### src/logic/mbf_regs.svh
// Framing constants for the serial frame checker and its host end
`ifndef MBF_REGS_SVH
`define MBF_REGS_SVH
// ----------------------------------------
// Timing
// ----------------------------------------
`define MBF_CLK_HZ      50000000
`define MBF_BAUD        9600
`define MBF_CHAR_BITS   11
`define MBF_IDLE_CHARS  4
// ----------------------------------------
// Check values
// ----------------------------------------
`define MBF_CRC_INIT    16'hffff
`define MBF_CRC_POLY    16'ha001
`define MBF_CRC_STEPS   8
`define MBF_MIN_BIN     4
`define MBF_MIN_CHR     3
// ----------------------------------------
// Characters, codes and buffer size
// ----------------------------------------
`define MBF_CH_START    8'h3a
`define MBF_CH_CR       8'h0d
`define MBF_CH_LF       8'h0a
`define MBF_CH_0        8'h30
`define MBF_CH_A        8'h41
`define MBF_EXC_FLAG    8'h80
`define MBF_BCAST       8'h00
`define MBF_ADR_MAX     8'hfe
`define MBF_FN_READ     8'h03
`define MBF_ERR_NONE    8'h00
`define MBF_ERR_FUNC    8'h01
`define MBF_ERR_ADDR    8'h02
`define MBF_ERR_VALUE   8'h03
`define MBF_ERR_FAIL    8'h04
`define MBF_MAX_BYTES   32
`endif

### src/logic/mbf_pkg.sv
// Types and check functions shared by both ends
package mbf_pkg;
  `include "mbf_regs.svh"

  typedef logic [7:0] mbf_byte_t;

  // ----------------------------------------
  // Transmit sequencer states
  // ----------------------------------------
  typedef enum logic [2:0] {
    T_IDLE  = 3'h0,
    T_WAIT  = 3'h1,
    T_START = 3'h3,
    T_ADR   = 3'h2,
    T_BODY  = 3'h6,
    T_CHK0  = 3'h7,
    T_CHK1  = 3'h5,
    T_END   = 3'h4
  } mbf_tx_t;

  // ----------------------------------------
  // Functions
  // ----------------------------------------
  function automatic logic [15:0] mbf_crc_byte(input logic [15:0] crc_in, input logic [7:0] b);
    logic [15:0] c;
    c = crc_in ^ {8'h00, b}; // RL4
    for (int i = 0; i < `MBF_CRC_STEPS; i++) begin // RL6
      c = c[0] ? ((c >> 1) ^ `MBF_CRC_POLY) : (c >> 1); // RL5
    end
    return c;
  endfunction

  function automatic logic [4:0] mbf_hex_val(input logic [7:0] c);
    logic [4:0] v;
    v = 5'h00;
    if (c >= `MBF_CH_0 && c <= `MBF_CH_0 + 8'h09) begin
      v = {1'b1, c[3:0]};
    end else if (c >= `MBF_CH_A && c <= `MBF_CH_A + 8'h05) begin
      v = {1'b1, 4'(c[3:0] + 4'h9)};
    end
    return v;
  endfunction

  function automatic logic [7:0] mbf_hex_chr(input logic [3:0] n);
    return {4'h0, n} + ((n < 4'ha) ? `MBF_CH_0 : (`MBF_CH_A - 8'h0a));
  endfunction
endpackage

### src/logic/mbf_link_if.sv
// Byte link between host controller end and device end
`timescale 1ns/1ns
interface mbf_link_if;
  logic [7:0] h2d_data;
  logic       h2d_stb;
  logic [7:0] d2h_data;
  logic       d2h_stb;

  modport dev  (input h2d_data, input h2d_stb, output d2h_data, output d2h_stb);
  modport host (output h2d_data, output h2d_stb, input d2h_data, input d2h_stb);
endinterface

### src/logic/mbf_dev_end.sv
// Device end: frame check, address filter and reply builder
//
// Behaviour
// RL1 - Character check: byte sum modulo 256
// RL2 - Character check: negated sum, high nibble first
// RL3 - Cyclic check register starts at all ones
// RL4 - Each byte folds into low check byte
// RL5 - Shift right, xor polynomial if lsb set
// RL6 - Eight shift steps per byte
// RL7 - Check covers address through last data
// RL8 - Binary check sent low byte first
// RL9 - Character frame ends with CR, LF
// RL10 - Binary frame ends after four idle characters
// RL11 - Address or value faults get exception reply
// RL12 - Bad check frames dropped without reply
// RL13 - Exception: address, function plus 80, code, check
// RL14 - Error codes 01 to 04
// RL15 - Broadcast address zero acted on, never answered
// RL16 - Own address 1 to 254 only
// RL17 - Read reply: byte count, words high first
// RL18 - Foreign address frames silently ignored
`timescale 1ns/1ns
`include "mbf_regs.svh"
module mbf_dev_end
  import mbf_pkg::*;
#(
  parameter int CHAR_CYC = (`MBF_CLK_HZ * `MBF_CHAR_BITS + `MBF_BAUD - 1) / `MBF_BAUD,
  parameter int MAXB     = `MBF_MAX_BYTES,
  parameter int AW       = $clog2(MAXB)
) (
  input  wire logic              CLK,
  input  wire logic              RST_N,
  input  wire logic              MODE_BIN,
  input  wire mbf_pkg::mbf_byte_t OWN_ADDR,
  input  wire logic [AW-1:0]     RD_IDX,
  input  wire logic              REPLY_GO,
  input  wire mbf_pkg::mbf_byte_t REPLY_CODE,
  input  wire mbf_pkg::mbf_byte_t PAY_BYTE,
  input  wire logic              PAY_LAST,
  output logic                   FRAME_OK,
  output logic                   NEED_REPLY,
  output logic                   FRAME_ERR,
  output logic [AW:0]            FRAME_LEN,
  output mbf_pkg::mbf_byte_t     RD_BYTE,
  output logic                   PAY_TAKE,
  output logic                   TX_BUSY,
  mbf_link_if.dev                LINK
);
  import mbf_pkg::*;

  localparam int IDLE_CYC = `MBF_IDLE_CHARS * CHAR_CYC;

  // ----------------------------------------
  // Receive side
  // ----------------------------------------
  logic [7:0]  buf_mem [MAXB];
  logic [AW:0] cnt_reg;
  logic        in_frame_reg;
  logic        half_reg;
  logic [3:0]  nib_reg;
  logic        cr_reg;
  logic        bad_reg;
  logic [15:0] crc_reg;
  logic [7:0]  lrc_reg;
  logic [31:0] idle_reg;

  wire [7:0] rx_ch     = LINK.h2d_data;
  wire       rx_stb    = LINK.h2d_stb;
  wire [4:0] hx        = mbf_hex_val(rx_ch);
  wire       is_start  = !MODE_BIN && rx_stb && rx_ch == `MBF_CH_START;
  wire       new_bin   = MODE_BIN && rx_stb && !in_frame_reg;
  wire       byte_ok   = in_frame_reg && rx_stb && (MODE_BIN || (hx[4] && half_reg));
  wire [7:0] byte_val  = MODE_BIN ? rx_ch : {nib_reg, hx[3:0]};
  wire       end_chr   = !MODE_BIN && in_frame_reg && rx_stb && cr_reg && rx_ch == `MBF_CH_LF; // RL9
  wire       end_bin   = MODE_BIN && in_frame_reg && !rx_stb && idle_reg == 32'(IDLE_CYC - 1); // RL10
  wire       frame_end = end_chr || end_bin;
  wire       room      = cnt_reg < (AW+1)'(MAXB);
  wire       wr_en     = room && (new_bin || (byte_ok && !is_start));
  wire [AW-1:0] wr_idx = new_bin ? '0 : cnt_reg[AW-1:0];
  wire [7:0] wr_val    = new_bin ? rx_ch : byte_val;
  wire       chk_bin   = crc_reg == 16'h0000 && cnt_reg >= (AW+1)'(`MBF_MIN_BIN); // RL7
  wire       chk_chr   = lrc_reg == 8'h00 && cnt_reg >= (AW+1)'(`MBF_MIN_CHR) && !half_reg; // RL1
  wire       chk_ok    = !bad_reg && (MODE_BIN ? chk_bin : chk_chr);
  wire [7:0] adr       = buf_mem[0];
  wire       own_ok    = OWN_ADDR != `MBF_BCAST && OWN_ADDR <= `MBF_ADR_MAX && adr == OWN_ADDR; // RL16

  always_ff @(posedge CLK) begin
    if (wr_en) begin
      buf_mem[wr_idx] <= wr_val;
    end
  end

  always_ff @(posedge CLK) begin
    if (!RST_N) begin
      idle_reg <= 32'h0;
    end else if (rx_stb) begin
      idle_reg <= 32'h0;
    end else if (idle_reg != 32'(IDLE_CYC - 1)) begin
      idle_reg <= idle_reg + 32'h1;
    end
  end

  always_ff @(posedge CLK) begin
    if (!RST_N) begin
      cnt_reg      <= '0;
      in_frame_reg <= 1'b0;
      half_reg     <= 1'b0;
      nib_reg      <= 4'h0;
      cr_reg       <= 1'b0;
      bad_reg      <= 1'b0;
      crc_reg      <= `MBF_CRC_INIT;
      lrc_reg      <= 8'h00;
    end else if (is_start) begin
      in_frame_reg <= 1'b1;
      cnt_reg      <= '0;
      lrc_reg      <= 8'h00;
      half_reg     <= 1'b0;
      cr_reg       <= 1'b0;
      bad_reg      <= 1'b0;
    end else if (new_bin) begin
      in_frame_reg <= 1'b1;
      cnt_reg      <= (AW+1)'(1);
      crc_reg      <= mbf_crc_byte(`MBF_CRC_INIT, rx_ch); // RL3
      bad_reg      <= 1'b0;
    end else if (frame_end) begin
      in_frame_reg <= 1'b0;
    end else if (byte_ok) begin
      cnt_reg  <= room ? cnt_reg + (AW+1)'(1) : cnt_reg;
      bad_reg  <= bad_reg | !room;
      crc_reg  <= mbf_crc_byte(crc_reg, byte_val); // RL7
      lrc_reg  <= 8'(lrc_reg + byte_val); // RL1
      half_reg <= 1'b0;
    end else if (in_frame_reg && rx_stb && !MODE_BIN) begin
      if (hx[4]) begin
        nib_reg  <= hx[3:0];
        half_reg <= 1'b1;
      end else if (rx_ch == `MBF_CH_CR) begin
        cr_reg <= 1'b1;
      end else begin
        bad_reg <= 1'b1;
      end
    end
  end

  // ----------------------------------------
  // Transmit side
  // ----------------------------------------
  mbf_tx_t     st_reg;
  logic [31:0] div_reg;
  logic        tnib_reg;
  logic [7:0]  hold_reg;
  logic        hold_last_reg;
  logic        exc_reg;
  logic [7:0]  code_reg;
  logic [AW:0] bidx_reg;
  logic [15:0] tcrc_reg;
  logic [7:0]  tlrc_reg;
  logic [2:0]  gap_reg;
  logic [7:0]  d2h_data_reg;
  logic        d2h_stb_reg;

  wire       tick      = div_reg == 32'(CHAR_CYC - 1);
  wire [7:0] func      = buf_mem[1];
  wire       is_read   = func == `MBF_FN_READ;
  wire [7:0] rd_count  = {buf_mem[5][6:0], 1'b0}; // RL17
  wire       user_now  = st_reg == T_BODY && !exc_reg && bidx_reg >= (is_read ? (AW+1)'(2) : (AW+1)'(1));
  wire [7:0] body_b0   = exc_reg ? (func | `MBF_EXC_FLAG) : func; // RL13
  wire [7:0] body_b1   = exc_reg ? code_reg : (is_read ? rd_count : PAY_BYTE); // RL14
  wire [7:0] body_b    = bidx_reg == '0 ? body_b0 : (bidx_reg == (AW+1)'(1) ? body_b1 : PAY_BYTE);
  wire [7:0] lrc_out   = 8'(8'h00 - tlrc_reg); // RL2
  wire [7:0] sel       = st_reg == T_ADR ? adr :
                         st_reg == T_BODY ? body_b :
                         st_reg == T_CHK0 ? (MODE_BIN ? tcrc_reg[7:0] : lrc_out) : tcrc_reg[15:8]; // RL8
  wire [7:0] cur       = tnib_reg ? hold_reg : sel;
  wire       cur_last  = tnib_reg ? hold_last_reg : PAY_LAST;
  wire       last_body = exc_reg ? bidx_reg == (AW+1)'(1) : (user_now && cur_last);
  wire [7:0] tx_chr    = MODE_BIN ? cur : mbf_hex_chr(tnib_reg ? cur[3:0] : cur[7:4]); // RL2
  wire       data_st   = st_reg == T_ADR || st_reg == T_BODY || st_reg == T_CHK0 || st_reg == T_CHK1;
  wire       byte_done = MODE_BIN || tnib_reg;
  wire       fold      = st_reg == T_ADR || st_reg == T_BODY;

  always_ff @(posedge CLK) begin
    if (!RST_N || st_reg == T_IDLE) begin
      div_reg <= 32'h0;
    end else begin
      div_reg <= tick ? 32'h0 : div_reg + 32'h1;
    end
  end

  always_ff @(posedge CLK) begin
    if (!RST_N) begin
      st_reg        <= T_IDLE;
      tnib_reg      <= 1'b0;
      hold_reg      <= 8'h00;
      hold_last_reg <= 1'b0;
      exc_reg       <= 1'b0;
      code_reg      <= 8'h00;
      bidx_reg      <= '0;
      tcrc_reg      <= `MBF_CRC_INIT;
      tlrc_reg      <= 8'h00;
      gap_reg       <= 3'h0;
      d2h_data_reg  <= 8'h00;
      d2h_stb_reg   <= 1'b0;
      PAY_TAKE      <= 1'b0;
      FRAME_OK      <= 1'b0;
      FRAME_ERR     <= 1'b0;
      NEED_REPLY    <= 1'b0;
      FRAME_LEN     <= '0;
      TX_BUSY       <= 1'b0;
    end else begin
      d2h_stb_reg <= 1'b0;
      PAY_TAKE    <= 1'b0;
      FRAME_OK    <= 1'b0;
      FRAME_ERR   <= 1'b0;
      TX_BUSY     <= st_reg != T_IDLE;
      case (st_reg)
        T_IDLE: begin
          if (frame_end) begin
            FRAME_LEN <= cnt_reg - (MODE_BIN ? (AW+1)'(2) : (AW+1)'(1));
            if (!chk_ok) begin
              FRAME_ERR <= 1'b1; // RL12
            end else if (adr == `MBF_BCAST) begin
              FRAME_OK   <= 1'b1; // RL15
              NEED_REPLY <= 1'b0;
            end else if (own_ok) begin // RL18
              FRAME_OK   <= 1'b1;
              NEED_REPLY <= 1'b1;
              st_reg     <= T_WAIT;
            end
          end
        end
        T_WAIT: begin
          if (REPLY_GO) begin
            exc_reg    <= REPLY_CODE != `MBF_ERR_NONE; // RL11
            code_reg   <= REPLY_CODE;
            bidx_reg   <= '0;
            tnib_reg   <= 1'b0;
            tcrc_reg   <= `MBF_CRC_INIT; // RL3
            tlrc_reg   <= 8'h00;
            NEED_REPLY <= 1'b0;
            st_reg     <= MODE_BIN ? T_ADR : T_START;
          end
        end
        T_START: begin
          if (tick) begin
            d2h_stb_reg  <= 1'b1;
            d2h_data_reg <= `MBF_CH_START;
            st_reg       <= T_ADR;
          end
        end
        T_END: begin
          if (tick && !MODE_BIN) begin
            d2h_stb_reg  <= 1'b1;
            d2h_data_reg <= tnib_reg ? `MBF_CH_LF : `MBF_CH_CR; // RL9
            tnib_reg     <= !tnib_reg;
            st_reg       <= tnib_reg ? T_IDLE : T_END;
          end else if (tick) begin
            gap_reg <= 3'(gap_reg + 3'h1);
            if (gap_reg == 3'(`MBF_IDLE_CHARS - 1)) begin // RL10
              gap_reg <= 3'h0;
              st_reg  <= T_IDLE;
            end
          end
        end
        default: begin
          if (tick && data_st) begin
            d2h_stb_reg  <= 1'b1;
            d2h_data_reg <= tx_chr;
            if (!tnib_reg) begin
              hold_reg      <= sel;
              hold_last_reg <= PAY_LAST;
              PAY_TAKE      <= user_now;
            end
            if (!MODE_BIN) begin
              tnib_reg <= !tnib_reg;
            end
            if (byte_done) begin
              if (fold) begin
                tcrc_reg <= mbf_crc_byte(tcrc_reg, cur); // RL7
                tlrc_reg <= 8'(tlrc_reg + cur);
              end
              bidx_reg <= st_reg == T_BODY ? bidx_reg + (AW+1)'(1) : bidx_reg;
              case (st_reg)
                T_ADR:   st_reg <= T_BODY;
                T_BODY:  st_reg <= last_body ? T_CHK0 : T_BODY;
                T_CHK0:  st_reg <= MODE_BIN ? T_CHK1 : T_END;
                default: st_reg <= T_END;
              endcase
            end
          end else if (!data_st) begin
            st_reg <= T_IDLE;
          end
        end
      endcase
    end
  end

  always_ff @(posedge CLK) begin
    if (!RST_N) begin
      RD_BYTE <= 8'h00;
    end else begin
      RD_BYTE <= buf_mem[RD_IDX];
    end
  end

  assign LINK.d2h_data = d2h_data_reg;
  assign LINK.d2h_stb  = d2h_stb_reg;
endmodule

### src/flat_wrapper.sv
// flat-port wrapper written by rule: the top's interface ports become plain ports
module mbf_dev_end_flat import mbf_pkg::*;
#(
  parameter int CHAR_CYC = (`MBF_CLK_HZ * `MBF_CHAR_BITS + `MBF_BAUD - 1) / `MBF_BAUD,
  parameter int MAXB     = `MBF_MAX_BYTES,
  parameter int AW       = $clog2(MAXB)
)
  (CLK, RST_N, MODE_BIN, OWN_ADDR, RD_IDX, REPLY_GO, REPLY_CODE, PAY_BYTE, PAY_LAST, FRAME_OK, NEED_REPLY, FRAME_ERR, FRAME_LEN, RD_BYTE, PAY_TAKE, TX_BUSY, LINK_h2d_data, LINK_h2d_stb, LINK_d2h_data, LINK_d2h_stb);
  mbf_link_if LINK_i ();
  input  wire logic CLK;
  input  wire logic RST_N;
  input  wire logic MODE_BIN;
  input  wire mbf_pkg::mbf_byte_t OWN_ADDR;
  input  wire logic [AW-1:0] RD_IDX;
  input  wire logic REPLY_GO;
  input  wire mbf_pkg::mbf_byte_t REPLY_CODE;
  input  wire mbf_pkg::mbf_byte_t PAY_BYTE;
  input  wire logic PAY_LAST;
  output logic FRAME_OK;
  output logic NEED_REPLY;
  output logic FRAME_ERR;
  output logic [AW:0] FRAME_LEN;
  output mbf_pkg::mbf_byte_t RD_BYTE;
  output logic PAY_TAKE;
  output logic TX_BUSY;
  input wire logic [$bits(LINK_i.h2d_data)-1:0] LINK_h2d_data;
  input wire logic [$bits(LINK_i.h2d_stb)-1:0] LINK_h2d_stb;
  output wire logic [$bits(LINK_i.d2h_data)-1:0] LINK_d2h_data;
  output wire logic [$bits(LINK_i.d2h_stb)-1:0] LINK_d2h_stb;
  assign LINK_i.h2d_data = LINK_h2d_data;
  assign LINK_i.h2d_stb = LINK_h2d_stb;
  assign LINK_d2h_data = LINK_i.d2h_data;
  assign LINK_d2h_stb = LINK_i.d2h_stb;
  mbf_dev_end #(.CHAR_CYC(CHAR_CYC), .MAXB(MAXB), .AW(AW)) u_core (.CLK(CLK), .RST_N(RST_N), .MODE_BIN(MODE_BIN), .OWN_ADDR(OWN_ADDR), .RD_IDX(RD_IDX), .REPLY_GO(REPLY_GO), .REPLY_CODE(REPLY_CODE), .PAY_BYTE(PAY_BYTE), .PAY_LAST(PAY_LAST), .FRAME_OK(FRAME_OK), .NEED_REPLY(NEED_REPLY), .FRAME_ERR(FRAME_ERR), .FRAME_LEN(FRAME_LEN), .RD_BYTE(RD_BYTE), .PAY_TAKE(PAY_TAKE), .TX_BUSY(TX_BUSY), .LINK(LINK_i));
endmodule
### config.mk
export PLATFORM = sky130hd
export DESIGN_NAME = mbf_dev_end_flat
export DESIGN_NICKNAME = d
export VERILOG_FILES = /design/src/logic/mbf_pkg.sv /design/src/logic/mbf_link_if.sv /design/src/logic/mbf_dev_end.sv /design/src/flat_wrapper.sv
export VERILOG_INCLUDE_DIRS = /design/src /design/src/logic
export SDC_FILE = /design/constraint.sdc
export NUM_CORES = 1
export LEC_CHECK = 0
export CORE_MARGIN = 2
export CORE_UTILIZATION = 54
export DETAILED_ROUTE_END_ITERATION = 8
export DONT_BUFFER_PORTS = 1
export PLACE_DENSITY = 0.69
export SLEW_MARGIN = 0
export SYNTH_ARGS = -nofsm -noshare
export SYNTH_HDL_FRONTEND = slang
export SYNTH_SLANG_ARGS = --single-unit
### constraint.sdc
create_clock -name CLK -period 8.8 [get_ports CLK]
set_clock_uncertainty 0.2 [all_clocks]
set_input_delay 0.88 -clock CLK [delete_from_list [all_inputs] [get_ports CLK]]
set_output_delay 0.88 -clock CLK [all_outputs]
set_load 0.01 [all_outputs]
==> metrics.cfg <==
[layout]
final_cells=2292
diodes=0
multi_input_area_um2=8930
largest_reg_flops=256
fillers=3031
final_util=0.599
nets=1838
ff_latch_area_um2=11400
drive_above_1_share=0.108
area.growth.synth_to_final_pct=8.91

[synthesis]
syn_nets=1867
synth_edf_count=256
yosysUniqueCellTypes=85
async_flop_share=0
ys_seq_area_frac=0.547
netlist_area_um2=20800
ys_warn_count=0
syn_area_per_cell_um2=11.7
ys_ff_latch=441
ys.flop_type=edfxtp_1
synthCells=1774

[critical_path]
critPathMaxStageDelay_ps=980
r2r_cells=17
cp_slowest_cell=dfxtp_1
critPathBufInv=2
end_kind=register
cp.required_ps=9000
path_cells=inv_1 -> a311o_1 -> a221oi_1 -> o41a_1 -> or2_1 -> inv_1 -> ha_1 -> a21o_1 -> a21oi_1 -> o21bai_1 -> a21oi_1 -> o21bai_1 -> a21oi_1 -> xnor2_1 -> o21ai_0 -> nand2_1 -> a21oi_1
cp-start-kind=register
cp_max_fo=30
arrival_ps=4970
crit_top_cell=a21oi_1
worst-path-stages=17
path_class=reg2reg
crit_family=compound AO/OA/AOI/OAI gates

[min_path]
whs_path_depth=1
hold_class=in2reg

[sta]
min_period_ps=4770
slew_headroom=0.181
worst_slack_ps=4030
final-hold-violation-count=0
worstMarginPinSlew_ps=1230
final.setup.tns_ps=0
drv_slew=0
max_freq_ghz=0.209
rsz0062_at_grt=false
setup_violations=0
period_share=0.542

[floorplan]
io-pin-count=71
core_area_um2=37800
die_h_um=200
dieArea_um2=40200
rows=71
start_util=0.550
dieWidth_um=200

[placement]
dp.cells=2209
dp.final_hpwl_um=34500
gp_congestion=0.897
port_buffers=0
dp_worst_setup_slack_ps=3840

[clocking]
cts-buffers-inserted=45
clk_pin_slew_ps=60
cts_buffer_depth=3
cts_resized=0
cts-root-buf=clkbuf_16
cts_tree=built
post-cts-setup-buffers=0
clkSinkCount=441
cts_hold_buf=0
htreeDepth=2
clk_latency_ps=570

[drt]
post_drt_wl_per_cell_um=22.4
routed_via_density=6.22
drtAntennaViolNets=0
dr.pass1.iters=6
vias=14300
drt_iter0_drc=1438
routed_wl_um=51300
drc=0

[power_and_ir_drop]
powerDensity_nw_per_um2=190
leakage_uw=0.00756
ir_worst_vdd_mv=0.144

[global_routing]
grt_pass1_vias=13700
overflow=0
antenna_found_initial=0
grt_util_all_layers=0.254
grt_max_degree=65
grt_pass1_wl_um=79700

[flow_run]
cap_violations=0

[run_status]
status=finished clean

[logic make-up after synthesis]
family	synth area share
and+or+nand+nor	0.145
DFF	0.547
AOI/OAI and AO/OA	0.0840
xor gates and xnor gates	0.0668
buffers and inverters	0.0253
muxes	0.101
adders and majority gates	0.0315
[through the flow]
step / total power, µW / cell area [µm²] / hold WS (ps)
floorplan: 2420 / 20800 / 207
global placement: 2460 / 21200 / 213
detailed placement: 2460 / 21200 / 221
CTS: 4330 / 22700 / 153
global route: 4430 / 22700 / 174
finish: 4310 / 22700 / 181
[layout make-up]
type | instances | share of cell area
clock buffers | 62 | 0.0566
flip-flops and latches | 441 | 0.502
clock inverters | 21 | 0.00805
well taps | 511 | 0.0282
multi-input cells | 1198 | 0.394
inverters | 50 | 0.00827
repair buffers | 9 | 0.00298
[worst paths after layout]
check	startpoint	end	slack, ps
worst max-delay path	u_core.st_reg[0]$_SDFFE_PN0P_	u_core.tlrc_reg[7]$_SDFFE_PN0P_	4030
worst max register to register	u_core.st_reg[0]$_SDFFE_PN0P_	u_core.tlrc_reg[7]$_SDFFE_PN0P_	4030
worst min-delay path	RST_N	u_core.crc_reg[8]$_SDFFE_PN1P_	180
worst min register to register	u_core.gap_reg[2]$_SDFFE_PN0P_	u_core.gap_reg[2]$_SDFFE_PN0P_	230
[layer usage]
layer	share of wire	global-route usage
met1	0.43	0.363
met5	0	0
met4	0.029	0.0839
met2	0.45	0.392
met3	0.089	0.0511
[power breakdown]
group	total [µW]	internal (µW)	leakage, µW	switching (µW)
sequential	2210	2190	0.00370	17.7
combinational	209	94.1	0.00314	115
clock	1890	1090	0.000722	800
[Yosys cell counts, drive strengths merged, types with 9 or more instances]
cell	instances	area share
mux2i	24	0.012
inv	49	0.0088
xor2	73	0.031
nor4b	9	0.0041
and4	11	0.0046
mux4	80	0.086
nor4	22	0.0080
nor2	220	0.040
nor3	32	0.0079
o22ai	13	0.0039
nand2	145	0.026
nand3	64	0.015
ha	46	0.028
buf	20	0.0046
and3	18	0.0054
dfxtp	185	0.18
clkbuf	65	0.012
nand4	27	0.0081
a21oi	94	0.023
nand2b	18	0.0054
and2	11	0.0034
xnor2	62	0.027
o21ai	58	0.014
nor2b	11	0.0033
a211oi	19	0.0068
or3	9	0.0027
edfxtp	256	0.37
[cells in the final DEF, fill, tap and decap left out, types with 46 or more instances in the layout]
cell type | Yosys | layout
inv_1 | 48 | 48
nand3_1 | 64 | 64
nand2_1 | 145 | 145
nor2_1 | 220 | 220
dfxtp_1 | 185 | 185
xor2_1 | 72 | 72
ha_1 | 46 | 46
o21ai_0 | 54 | 53
xnor2_1 | 61 | 61
edfxtp_1 | 256 | 256
clkbuf_16 | 0 | 47
a21oi_1 | 94 | 94
mux4_2 | 80 | 80
Note: power is estimated with default switching activity, not from simulation.
